## config.mk

```make
export PLATFORM = sky130hd
export DESIGN_NAME = host_bus_unit
export DESIGN_NICKNAME = d
export VERILOG_FILES = /design/src/design/host_bus_pkg.sv /design/src/design/host_bus_unit.sv /design/src/design/strobe_sync.sv
export SDC_FILE = /design/constraint.sdc
export NUM_CORES = 1
export LEC_CHECK = 0
export ABC_CLOCK_PERIOD_IN_PS = 1900
export BUFFER_PORTS_ARGS = -buffer_cell sky130_fd_sc_hd__clkbuf_2
export CAP_MARGIN = 20
export CORE_ASPECT_RATIO = 0.6
export CORE_MARGIN = 2
export CORE_UTILIZATION = 40
export CTS_CLUSTER_DIAMETER = 120
export DETAILED_ROUTE_END_ITERATION = 8
export GPL_ROUTABILITY_DRIVEN = 0
export GPL_TIMING_DRIVEN = 0
export PLACE_DENSITY_LB_ADDON = 0.08
export SYNTH_ARGS = -nofsm -noshare
export SYNTH_HDL_FRONTEND = slang
export SYNTH_HIERARCHICAL = 1
export SYNTH_SLANG_ARGS = --single-unit
```

## constraint.sdc

```tcl
create_clock -name sys_clk -period 1.9 [get_ports sys_clk]
set_clock_uncertainty 0.2 [all_clocks]
set_input_delay 0.38 -clock sys_clk [delete_from_list [all_inputs] [get_ports sys_clk]]
set_output_delay 0.38 -clock sys_clk [all_outputs]
set_load 0.02 [all_outputs]
```

## src/design/host_bus_pkg.sv

```systemverilog
// Constants and types shared by the host bus unit and its input stage
// Functional notes
// - 16-bit address phase: address 7:2, enables 15:12
// - Data phase: all sixteen lanes carry data; in 8-bit mode only lanes 7:0 are used
// - 8-bit address phase: address on lanes 7:0
// - Strobes ignored while chip select is high
// - Interrupt output low while condition pending
// - Read data held valid until strobe rises
// - Write capture pulse timing chosen by bit 12
// - 16-bit mode byte or word, 8-bit byte only
// - Byte lanes steered inside, no external swap
// - Endian strap: low little, high big endian
// - Bit 11 selects endian when strap low
// - Address phase write loads address and enables
// - Data phase reads or writes addressed register
// - Address phase read returns latched address
// - Single and burst transfers, byte or word
// - Internal logic runs from the reference clock; here it runs from sys_clk at 250 MHz
package host_bus_pkg;

  localparam int unsigned SYS_CLK_MHZ   = 250;
  localparam int unsigned REF_CLK_MHZ   = 25;
  // Early write capture delay after the strobe falls, in ns
  localparam int unsigned WR_EARLY_NS   = 20;
  localparam int unsigned WR_EARLY_CYC  =
    (WR_EARLY_NS * SYS_CLK_MHZ + 999) / 1000;
  localparam int unsigned WR_CNT_W      = 4;

  localparam int unsigned LANES         = 16;
  localparam int unsigned ADDR_LO_POS   = 2;
  localparam int unsigned ADDR_HI_POS   = 7;
  localparam int unsigned BE_LO_POS     = 12;
  localparam int unsigned BE_HI_POS     = 15;
  localparam int unsigned RPC_ENDIAN_POS = 11;
  localparam int unsigned RPC_WLATE_POS  = 12;

  localparam logic [7:0]  ADDR_RST      = 8'h00;
  localparam logic [3:0]  BE_RST        = 4'h0;
  localparam logic [15:0] DATA_RST      = 16'h0000;
  localparam logic [3:0]  BE_BYTE0      = 4'h1;

  typedef enum logic [2:0] {
    ST_IDLE,
    ST_WRITE,
    ST_WR_REL,
    ST_RD_FETCH,
    ST_RD_HOLD
  } bus_state_e;

endpackage

```

## src/design/host_bus_unit.sv

```systemverilog
// Shared-bus host interface unit: address and data phases, endian steering
`timescale 1ns/1ps
`default_nettype none
module host_bus_unit
  import host_bus_pkg::*;
(
  input  wire logic        sys_clk,         // System clock
  input  wire logic        rst_n,           // Sync reset, active low
  input  wire logic        bus_16bit,       // 1: 16-bit bus, 0: 8-bit
  input  wire logic        select_n,        // Chip select, active low
  input  wire logic        cmd_type,        // 1 address phase, 0 data
  input  wire logic        read_strobe_n,   // Read strobe, active low
  input  wire logic        write_strobe_n,  // Write strobe, active low
  input  wire logic [15:0] shared_bus_in,   // Shared lanes, input side
  output logic      [15:0] shared_bus_out,  // Shared lanes, driven data
  output logic             shared_bus_oe_n, // Lane enable, low drives
  input  wire logic        endian_strap,    // Strap level, 1 big endian
  input  wire logic [15:0] receive_pointer_config, // Config register
  input  wire logic        irq_pending,     // Internal interrupt pending
  output logic             irq_out_n,       // Interrupt, active low
  output logic             big_endian,      // Active byte order
  output logic      [7:0]  reg_addr,        // Latched register address
  output logic      [3:0]  reg_lane_en,     // Latched byte enables
  output logic             reg_wr_pulse,    // One-cycle register write
  output logic      [15:0] reg_wdata,       // Steered write data
  output logic             reg_rd_pulse,    // One-cycle register read
  input  wire logic [15:0] reg_rdata        // Register read data
);

  logic [3:0] sync_s;
  logic       cs_n_s, cmd_s, rd_n_s, wr_n_s;
  logic       rd_n_d_r, wr_n_d_r;
  bus_state_e st_r, st_nxt;
  logic [WR_CNT_W-1:0] wr_cnt_r;
  logic       cmd_lat_r;
  logic [7:0] addr_r;
  logic [3:0] lane_en_r;
  logic [15:0] rd_data_r;
  logic       strap_r, strap_taken_r;
  logic       wr_pulse_r, rd_pulse_r;
  logic [15:0] wdata_r, lanes_d1_r, lanes_d2_r, lanes_hold_r;

  // Control pins cross into the system clock domain first
  strobe_sync #(.WIDTH(4)) u_sync (
    .sys_clk  (sys_clk),
    .rst_n    (rst_n),
    .async_in ({select_n, cmd_type, read_strobe_n, write_strobe_n}),
    .rst_val  (4'hF),
    .sync_out (sync_s)
  );
  assign cs_n_s = sync_s[3];
  assign cmd_s  = sync_s[2];
  assign rd_n_s = sync_s[1];
  assign wr_n_s = sync_s[0];

  // Lanes get the strobes' two-flop delay and keep the last value seen with
  // the write strobe low, so a capture at release still gets valid data
  always_ff @(posedge sys_clk) begin
    if (!rst_n) begin
      lanes_d1_r   <= DATA_RST;
      lanes_d2_r   <= DATA_RST;
      lanes_hold_r <= DATA_RST;
    end else begin
      lanes_d1_r   <= shared_bus_in;
      lanes_d2_r   <= lanes_d1_r;
      lanes_hold_r <= wr_n_s ? lanes_hold_r : lanes_d2_r;
    end
  end

  // Strobe edges; the falls are qualified by chip select, the rises are not
  wire rd_fall  = rd_n_d_r & ~rd_n_s & ~cs_n_s;
  wire wr_fall  = wr_n_d_r & ~wr_n_s & ~cs_n_s;
  wire rd_rise  = ~rd_n_d_r & rd_n_s;
  wire wr_rise  = ~wr_n_d_r & wr_n_s;
  wire late_cap = receive_pointer_config[RPC_WLATE_POS];

  // Capture pulse: a fixed delay after the fall, or at the release
  wire early_hit = (wr_cnt_r == WR_CNT_W'(WR_EARLY_CYC));
  wire wr_cap = (st_r == ST_WRITE) &&
                (late_cap ? wr_rise : (early_hit | wr_rise));

  // Address phase decode for each bus width
  wire [7:0] addr16 = {lanes_hold_r[ADDR_HI_POS:ADDR_LO_POS], 2'b00};
  wire [3:0] be16   = lanes_hold_r[BE_HI_POS:BE_LO_POS];
  wire [7:0] addr8  = lanes_hold_r[7:0];
  // 8-bit mode is byte only: one enable picked by the low address bits
  wire [3:0] be8    = BE_BYTE0 << addr8[1:0];

  // Readback shows the latched address, and the enables only in 16-bit mode; 16-bit mode reads bits 11:8 and 1:0 as zero
  wire [15:0] addr_rb = bus_16bit ?
    {lane_en_r, 4'h0, addr_r[7:2], 2'b00} :
    {8'h00, addr_r};

  // Data steering: byte swap for big endian on a 16-bit bus; 8-bit writes replicate the byte, 8-bit reads pick it by addr_r[0]
  wire [15:0] wsw = big_endian ?
    {lanes_hold_r[7:0], lanes_hold_r[15:8]} : lanes_hold_r;
  wire [15:0] wdata_st = bus_16bit ? wsw :
    {lanes_hold_r[7:0], lanes_hold_r[7:0]};
  wire [15:0] rsw = big_endian ?
    {reg_rdata[7:0], reg_rdata[15:8]} : reg_rdata;
  wire [15:0] rdata_st = bus_16bit ? rsw :
    {8'h00, (addr_r[0] ? reg_rdata[15:8] : reg_rdata[7:0])};

  // Strap wins when pulled up; otherwise the config bit decides
  assign big_endian = strap_r |
    receive_pointer_config[RPC_ENDIAN_POS];

  // Next-state logic for one strobe at a time
  always_comb begin
    st_nxt = st_r;
    case (st_r)
      ST_IDLE: begin
        if (wr_fall) begin
          st_nxt = ST_WRITE;
        end else if (rd_fall) begin
          st_nxt = cmd_s ? ST_RD_HOLD : ST_RD_FETCH;
        end
      end
      ST_WRITE: begin
        if (wr_cap) begin
          st_nxt = wr_n_s ? ST_IDLE : ST_WR_REL;
        end
      end
      ST_WR_REL: begin
        if (wr_n_s) begin
          st_nxt = ST_IDLE;
        end
      end
      ST_RD_FETCH: begin
        st_nxt = ST_RD_HOLD;
      end
      ST_RD_HOLD: begin
        if (rd_rise | rd_n_s) begin
          st_nxt = ST_IDLE;
        end
      end
      default: begin
        st_nxt = ST_IDLE;
      end
    endcase
  end

  // State, strobe history and write delay counter
  always_ff @(posedge sys_clk) begin
    if (!rst_n) begin
      st_r     <= ST_IDLE;
      rd_n_d_r <= 1'b1;
      wr_n_d_r <= 1'b1;
      wr_cnt_r <= '0;
    end else begin
      st_r     <= st_nxt;
      rd_n_d_r <= rd_n_s;
      wr_n_d_r <= wr_n_s;
      wr_cnt_r <= (st_r == ST_WRITE && !early_hit) ?
                  wr_cnt_r + 1'b1 : '0;
    end
  end

  // Phase type is frozen at the strobe fall for the whole access
  always_ff @(posedge sys_clk) begin
    if (!rst_n) begin
      cmd_lat_r <= 1'b0;
    end else if (wr_fall | rd_fall) begin
      cmd_lat_r <= cmd_s;
    end
  end

  // Address register: loaded by an address-phase write
  always_ff @(posedge sys_clk) begin
    if (!rst_n) begin
      addr_r    <= ADDR_RST;
      lane_en_r <= BE_RST;
    end else if (wr_cap && cmd_lat_r) begin
      addr_r    <= bus_16bit ? addr16 : addr8;
      lane_en_r <= bus_16bit ? be16 : be8;
    end
  end

  // Data-phase write: registered pulse with steered data
  always_ff @(posedge sys_clk) begin
    if (!rst_n) begin
      wr_pulse_r <= 1'b0;
      wdata_r    <= DATA_RST;
    end else begin
      wr_pulse_r <= wr_cap && !cmd_lat_r;
      if (wr_cap && !cmd_lat_r) begin
        wdata_r <= wdata_st;
      end
    end
  end

  // Reads: fetch pulse, then the data stays put until the strobe rises
  always_ff @(posedge sys_clk) begin
    if (!rst_n) begin
      rd_pulse_r <= 1'b0;
      rd_data_r  <= DATA_RST;
    end else begin
      rd_pulse_r <= (st_r == ST_IDLE) && rd_fall && !cmd_s;
      if (st_r == ST_IDLE && rd_fall && cmd_s) begin
        rd_data_r <= addr_rb;
      end else if (st_r == ST_RD_FETCH) begin
        rd_data_r <= rdata_st;
      end
    end
  end

  // Strap is caught once, after reset is released
  always_ff @(posedge sys_clk) begin
    if (!rst_n) begin
      strap_r       <= 1'b0;
      strap_taken_r <= 1'b0;
    end else if (!strap_taken_r) begin
      strap_r       <= endian_strap;
      strap_taken_r <= 1'b1;
    end
  end

  // Interrupt pin follows the pending condition
  always_ff @(posedge sys_clk) begin
    if (!rst_n) begin
      irq_out_n <= 1'b1;
    end else begin
      irq_out_n <= ~irq_pending;
    end
  end

  // Lanes driven only while a selected read is in its hold phase
  assign shared_bus_oe_n = !(st_r == ST_RD_HOLD && !rd_n_s && !cs_n_s);
  assign shared_bus_out  = rd_data_r;
  assign reg_addr        = addr_r;
  assign reg_lane_en     = lane_en_r;
  assign reg_wr_pulse    = wr_pulse_r;
  assign reg_wdata       = wdata_r;
  assign reg_rd_pulse    = rd_pulse_r;

  // Checks
  property p_addr16;
    @(posedge sys_clk) disable iff (!rst_n)
    wr_cap && cmd_lat_r && bus_16bit |=>
      addr_r == {$past(lanes_hold_r[7:2]), 2'b00} &&
      lane_en_r == $past(lanes_hold_r[15:12]);
  endproperty
  a_addr16: assert property (p_addr16) else $error("addr16 load");
  property p_addr8;
    @(posedge sys_clk) disable iff (!rst_n)
    wr_cap && cmd_lat_r && !bus_16bit |=>
      addr_r == $past(lanes_hold_r[7:0]);
  endproperty
  a_addr8: assert property (p_addr8) else $error("addr8 load");
  property p_wr_data;
    @(posedge sys_clk) disable iff (!rst_n)
    wr_cap && !cmd_lat_r |=> reg_wr_pulse ##1 !reg_wr_pulse;
  endproperty
  a_wr_data: assert property (p_wr_data) else $error("write pulse");
  property p_cs_gate;
    @(posedge sys_clk) disable iff (!rst_n)
    st_r == ST_IDLE && cs_n_s |=> st_r == ST_IDLE;
  endproperty
  a_cs_gate: assert property (p_cs_gate) else $error("cs ignored");
  property p_irq;
    @(posedge sys_clk) disable iff (!rst_n)
    irq_pending [*2] |-> !irq_out_n;
  endproperty
  a_irq: assert property (p_irq) else $error("irq not low");
  property p_rd_hold;
    @(posedge sys_clk) disable iff (!rst_n)
    st_r == ST_RD_HOLD && $past(st_r) == ST_RD_HOLD |->
      $stable(shared_bus_out);
  endproperty
  a_rd_hold: assert property (p_rd_hold) else $error("read data moved");
  property p_early;
    @(posedge sys_clk) disable iff (!rst_n)
    wr_fall && st_r == ST_IDLE && !late_cap && !cs_n_s
      ##1 (!wr_n_s && !late_cap) [*6] |-> wr_cap;
  endproperty
  a_early: assert property (p_early) else $error("early capture");
  property p_strap;
    @(posedge sys_clk) disable iff (!rst_n)
    $rose(strap_taken_r) |-> strap_r == $past(endian_strap);
  endproperty
  a_strap: assert property (p_strap) else $error("strap sample");
  property p_readback;
    @(posedge sys_clk) disable iff (!rst_n)
    st_r == ST_IDLE && rd_fall && cmd_s |=> shared_bus_out == $past(addr_rb);
  endproperty
  a_readback: assert property (p_readback) else $error("readback");
  property p_byte8;
    @(posedge sys_clk) disable iff (!rst_n)
    !bus_16bit && reg_wr_pulse |-> $onehot(reg_lane_en);
  endproperty
  a_byte8: assert property (p_byte8) else $error("8-bit not byte");
  c_addr_wr: cover property (@(posedge sys_clk) wr_cap && cmd_lat_r);
  c_data_wr: cover property (@(posedge sys_clk) reg_wr_pulse);
  c_data_rd: cover property (@(posedge sys_clk) reg_rd_pulse ##2 !shared_bus_oe_n);
  c_big: cover property (@(posedge sys_clk) reg_wr_pulse && big_endian);

endmodule
`default_nettype wire

```

## src/design/strobe_sync.sv

```systemverilog
// Two-stage synchroniser for the asynchronous host control inputs
`timescale 1ns/1ps
`default_nettype none
module strobe_sync
  import host_bus_pkg::*;
#(
  parameter int unsigned WIDTH = 4
) (
  input  wire logic             sys_clk,  // System clock
  input  wire logic             rst_n,    // Sync reset, active low
  input  wire logic [WIDTH-1:0] async_in, // Raw pin levels
  input  wire logic [WIDTH-1:0] rst_val,  // Level held during reset
  output logic      [WIDTH-1:0] sync_out  // Synchronised levels
);

  // First stage feeds only the second stage, one pair per bit
  genvar i;
  generate
    for (i = 0; i < WIDTH; i++) begin : g_bit
      logic meta_r;
      logic stab_r;
      always_ff @(posedge sys_clk) begin
        if (!rst_n) begin
          meta_r <= rst_val[i];
          stab_r <= rst_val[i];
        end else begin
          meta_r <= async_in[i];
          stab_r <= meta_r;
        end
      end
      assign sync_out[i] = stab_r;
    end
  endgenerate

endmodule
`default_nettype wire

```

# == Word-level counts from Yosys, hierarchy flattened ==
# Cells that the tools add are included.
# totals
regBits,115
inputBits,57
out_inout_bits,49
word_cells,91
# op_classes
addsub,1
eq_ne,9
shifts,1
muxes,20
bitwise,16
n_reduce_logical,19
# ops
cell,n
$mux W16,7
$mux W3,6
$pmux W3 S5,1
$logic_and A1 B1 Y1,9
$mux W8,1
$and A1 B1 Y1,6
$eq A3 B2 Y1 const B,2
$logic_not A1 Y1,6
$not A1 Y1,6
$add A4 B1 Y4 const B,1
$eq A4 B3 Y1 const B,1
$mux W2,2
$mux W4,1
$ne A2 B2 Y1 const B,2
$or A1 B1 Y1,4
$reduce_and A4 Y1,1
$shl A1 B2 Y4 const A,1
$eq A3 B1 Y1 const B,1
$eq A3 B3 Y1 const B,1
$logic_not A3 Y1,1
$ne A3 B3 Y1 const B,1
$mux W1,2
$ne A2 B1 Y1 const B,1
$reduce_and A2 Y1,1
$reduce_bool A2 Y1,1

# == Longest topological paths before layout ==
# depth
depth_word,7
ltp_mapped,7
mapped_depth_nobuf,6

# == Hierarchy ==
# Netlist, hierarchy kept.
# by_module_without_submodules
mod,n_inst,cells_each,area_per_inst_um2,seq_area_each_um2
host_bus_unit,1,408,4259.1,2142.1
strobe_sync,1,21,321.6,160.2

# == Worst setup path before layout ==
# No wires, ideal clock.
# synth_path
path_type,register to register
startpoint,register wr_cnt_r[0]
endpoint,register addr_r[6] (netlist: reg_addr[6])
setup_ns,0.116
arrival_time_ns,1.718
required_time_ns,1.584
setup_slack_ns,-0.134
stages_incl_launch_ff,7
n_path_buf,1
synth_period_minus_slack_ns,2.034
cell_sequence,dfxtp_1 ha_1 nand4bb_4 a2111oi_4 buf_6 mux2i_1 nor2b_1
# synth_via
elab_chain_len,5
# synth_rtl
item,line,source
start: declaration,host_bus_unit.sv:34,logic [WR_CNT_W-1:0] wr_cnt_r;
start signal: assignment,host_bus_unit.sv:154,wr_cnt_r <= (st_r == ST_WRITE && !early_hit) ?
$eq A4 B3 Y1,host_bus_unit.sv:78,wire early_hit = (wr_cnt_r == WR_CNT_W'(WR_EARLY_CYC));
$or A1 B1 Y1,host_bus_unit.sv:80,(late_cap ? wr_rise : (early_hit | wr_rise));
$mux W1,host_bus_unit.sv:80,
$logic_and A1 B1 Y1,host_bus_unit.sv:79,wire wr_cap = (st_r == ST_WRITE) &&
$logic_and A1 B1 Y1,host_bus_unit.sv:173,end else if (wr_cap && cmd_lat_r) begin
end signal: assignment,host_bus_unit.sv:174,addr_r <= bus_16bit ? addr16 : addr8;
end: declaration,host_bus_unit.sv:36,logic [7:0] addr_r;
# No other way between the ends.
# A chain may end at the register's enable or synchronous reset.

# == Worst setup path after layout ==
# layout_path
startpoint,register st_r[0]
endpoint,output shared_bus_oe_n
# layout_via
elab_chain_len,4
# layout_rtl
item,line,source
start: declaration,host_bus_unit.sv:33,"bus_state_e st_r, st_nxt;"
start signal: assignment,host_bus_unit.sv:151,st_r <= st_nxt;
$eq A3 B3 Y1,host_bus_unit.sv:228,assign shared_bus_oe_n = !(st_r == ST_RD_HOLD && !rd_n_s && !cs_n_s);
$logic_and A1 B1 Y1 (2 in a row),host_bus_unit.sv:228,
$logic_not A1 Y1,host_bus_unit.sv:228,
end: declaration,host_bus_unit.sv:16,"output logic shared_bus_oe_n,"
# No other way between the ends.

==> impl_metrics.yaml <==
placed_design:
  postPlaceCellArea_sq_um: 5260
  place_inst: 671
  io_buffers: 91
  dp_hpwl_microns: 7940
outcome:
  outcome: "complete, but fails checks"
  violations: "negative setup slack"
synth:
  async_flop_share_pct: 0
  synth_top_family_by_area: "simple AND/OR/NAND/NOR gates"
  synthAdderAreaFrac_pct: 0.546
  yosys.area_share.xor_xnor_pct: 0.574
  syn_area_sq_um: 4580
  synth-simple-area-share_pct: 18.5
  synth_cells: 429
  syn_area_per_cell_sq_um: 10.7
  yosysWarnings: 6
  synthDistinctLibCells: 49
  synth_mux_area_share_pct: 15.3
  synth-seq-cells: 115
  synth_compound_area_share_pct: 11.0
  synth_edf_count: 0
  ys_seq_area_share_pct: 50.3
  synth-main-ff-cell: "dfxtp_1"
clock_network:
  cts_root_buffer: "clkbuf_16"
  cts.sinks: 115
  clkLatencyLatePin_ns: 0.41
  htree_levels: 4
  cts-buffers-inserted: 17
  cts_tree: "built"
  clockBufferDepth: 2
  path_clk_slew_ns: 0.06
die:
  rows: 30
  coreArea_sq_um: 11200
  die_h_microns: 86.9
  io_pins: 106
  floorplan.initialDensity_pct: 40.8
  dieArea_sq_um: 12400
  die_x_microns: 142
worst_setup_path:
  cpPeakStageDelay_ns: 0.34
  worst-path-buf-inv: 1
  crit_required_ns: 1.32
  path_max_fanout: 3
  criticalPathCategory: "reg2out"
  crit_family: "simple AND/OR/NAND/NOR gates"
  critPathLaunchType: "flop"
  arrival_ns: 1.49
  crit_chain: "or2_4 > nor3b_4 > nand2b_1 > clkbuf_8"
  crit_path_end_kind: "output pin"
  slowest_stage: "dfxtp_4"
job:
  max-cap-violations: 0
drt:
  drtIter0Drc: 165
  routedWlPerCell_microns: 15.6
  vias: 3686
  routed_wl_microns: 11700
  drc: 0
  first_pass_iters: 5
  via_per_inst: 4.93
  ant_nets: 0
power_and_ir_drop:
  power_w: 0.00624
  p_leak_nw: 2.99
  ir_worst_vdd_uv: 636
  p_per_area_nw_per_um2: 968
cells_and_area:
  multi_input_area_sq_um: 2300
  n_fill_cell: 943
  layout.area.seq_sq_um: 2310
  fin_cells: 748
  mostFrequentLayoutCells: "dfxtp_1, clkbuf_2, mux2i_1, and2_1, nand2_1"
  diodes: 0
  drive_gt1_share_pct: 35.6
  post-route-util_pct: 57.5
  fin_area_sq_um: 6450
  area_delta_synth_final_pct: 40.8
  final_common_cell: "dfxtp_1"
  nets: 650
min_path:
  min_path_type: "in2reg"
global_routing:
  busiest_layer: "met2"
  overflow: 0
  grt_pass1_wl_microns: 18100
  grt.met3_usage_pct: 5.06
  first_global_vias: 3523
  antenna_found_initial: 0
  grt_util_all_layers_pct: 19.6
  grt_use_met2_pct: 29.3
  grt_max_degree: 17
  grt.met1_usage_pct: 26.7
timing:
  setup_violations: 9
  rsz0062_at_grt: "true"
  fin_crit_ns: 2.07
  tightest_slew_ns: 0.601
  drv_slew: 0
  post-route-period-util_pct: 109
  hold_viol: 0
  maxSlewHeadroom_pct: 59.9
  timing.final.ws_setup_ns: -0.165
  max_freq_ghz: 0.484
timing repair:
item	CTS	global route
pin swaps	6	10
endpoints found under the hold margin	20	0
hold buffers	20	0
buffers inserted	15	12
gates resized for setup	32	30
setup endpoints to repair	50	47
gates cloned	3	0
power breakdown:
group | internal [W] | leakage, nW | switching [W]
combinational | 0.000335 | 1.78 | 0.000322
clock | 0.00184 | 0.266 | 0.00118
sequential | 0.00251 | 0.943 | 0.0000537
total | 0.00469 | 2.99 | 0.00156
cells in the mapped netlist (all sizes together), types with 3 or more instances:
master	number	area share, %
inv	4	0.33
nand2b	8	1.1
mux2i	57	12
and3	3	0.41
nand3	9	0.98
nand2	42	3.4
o21ai	3	0.49
and2	33	4.5
nor2b	30	4.1
a21oi	5	0.55
buf	17	2.3
mux2	9	2.9
a2bb2oi	4	0.76
nor2	12	1.0
dfxtp	115	50
o211a	20	4.4
nor3b	4	0.66
o221ai	8	1.5
o211ai	4	0.66
clkbuf	13	1.1
area by class of cell:
cell class                      instances  area share [%]
Clock inverter                         14            2.02
Tap cell                              144            2.79
Clock buffer                           18            6.81
Buffer                                 26            2.58
Timing Repair Buffer                  140            14.1
Inverter                                4           0.233
Sequential cell                       115            35.9
Multi-Input combinational cell        287            35.6
kinds of logic after synthesis:
kind of cell / count (synthesis)
AND/OR/NAND/NOR: 152
flip-flops: 115
multiplexers: 66
AO/OA/AOI/OAI: 56
buffers and inverters: 34
XOR/XNOR: 3
adder cells (fa/ha/maj): 2
other: 1
registers in the layout (all words and copies together) (netlist names):
register             cells
strap_r                  1
irq_out_n                1
lanes_hold_r            16
reg_addr                 8
lanes_d1_r              16
u_sync/g_bit.stab_r      4
shared_bus_out          16
lanes_d2_r              16
reg_rd_pulse             1
st_r                     3
reg_wr_pulse             1
strap_taken_r            1
wr_n_d_r                 1
reg_wdata               16
cmd_lat_r                1
rd_n_d_r                 1
wr_cnt_r                 4
reg_lane_en              4
u_sync/g_bit.meta_r      4
layer usage:
layer,share of wire (%),up-vias
met5,0,-
met4,1.2,0
met3,6.3,13
li1,-,1811
met1,48,1772
met2,45,90
stage by stage:
stage | TNS [ns] | setup WS (ns) | hold WS [ns]
after floorplan | -0.580 | -0.123 | 0.208
after global placement | -13.27 | -0.419 | 0.220
after detailed placement | -15.05 | -0.475 | 0.220
after CTS | -0.248 | -0.188 | 0.0000875
after global routing | -2.13 | -0.222 | 0.000912
final | -0.275 | -0.165 | 0.0106
path summary, 6_finish.rpt:
kind	end	depth (start not counted)	from	slack (ns)
worst min-delay path	u_sync/g_bit[2].meta_r$_DFF_P_	2	cmd_type	0.01
worst max-delay path	shared_bus_oe_n	4	st_r[0]$_SDFFE_PN0P_	-0.17
worst min register to register	lanes_d2_r[13]$_SDFF_PN0_	1	lanes_d1_r[13]$_SDFF_PN0_	0.23
worst max register to register	reg_addr[1]$_SDFFE_PN0P_	7	wr_cnt_r[1]$_SDFF_PN0_	-0.03
No activity file was read; power rests on OpenSTA's default activity.
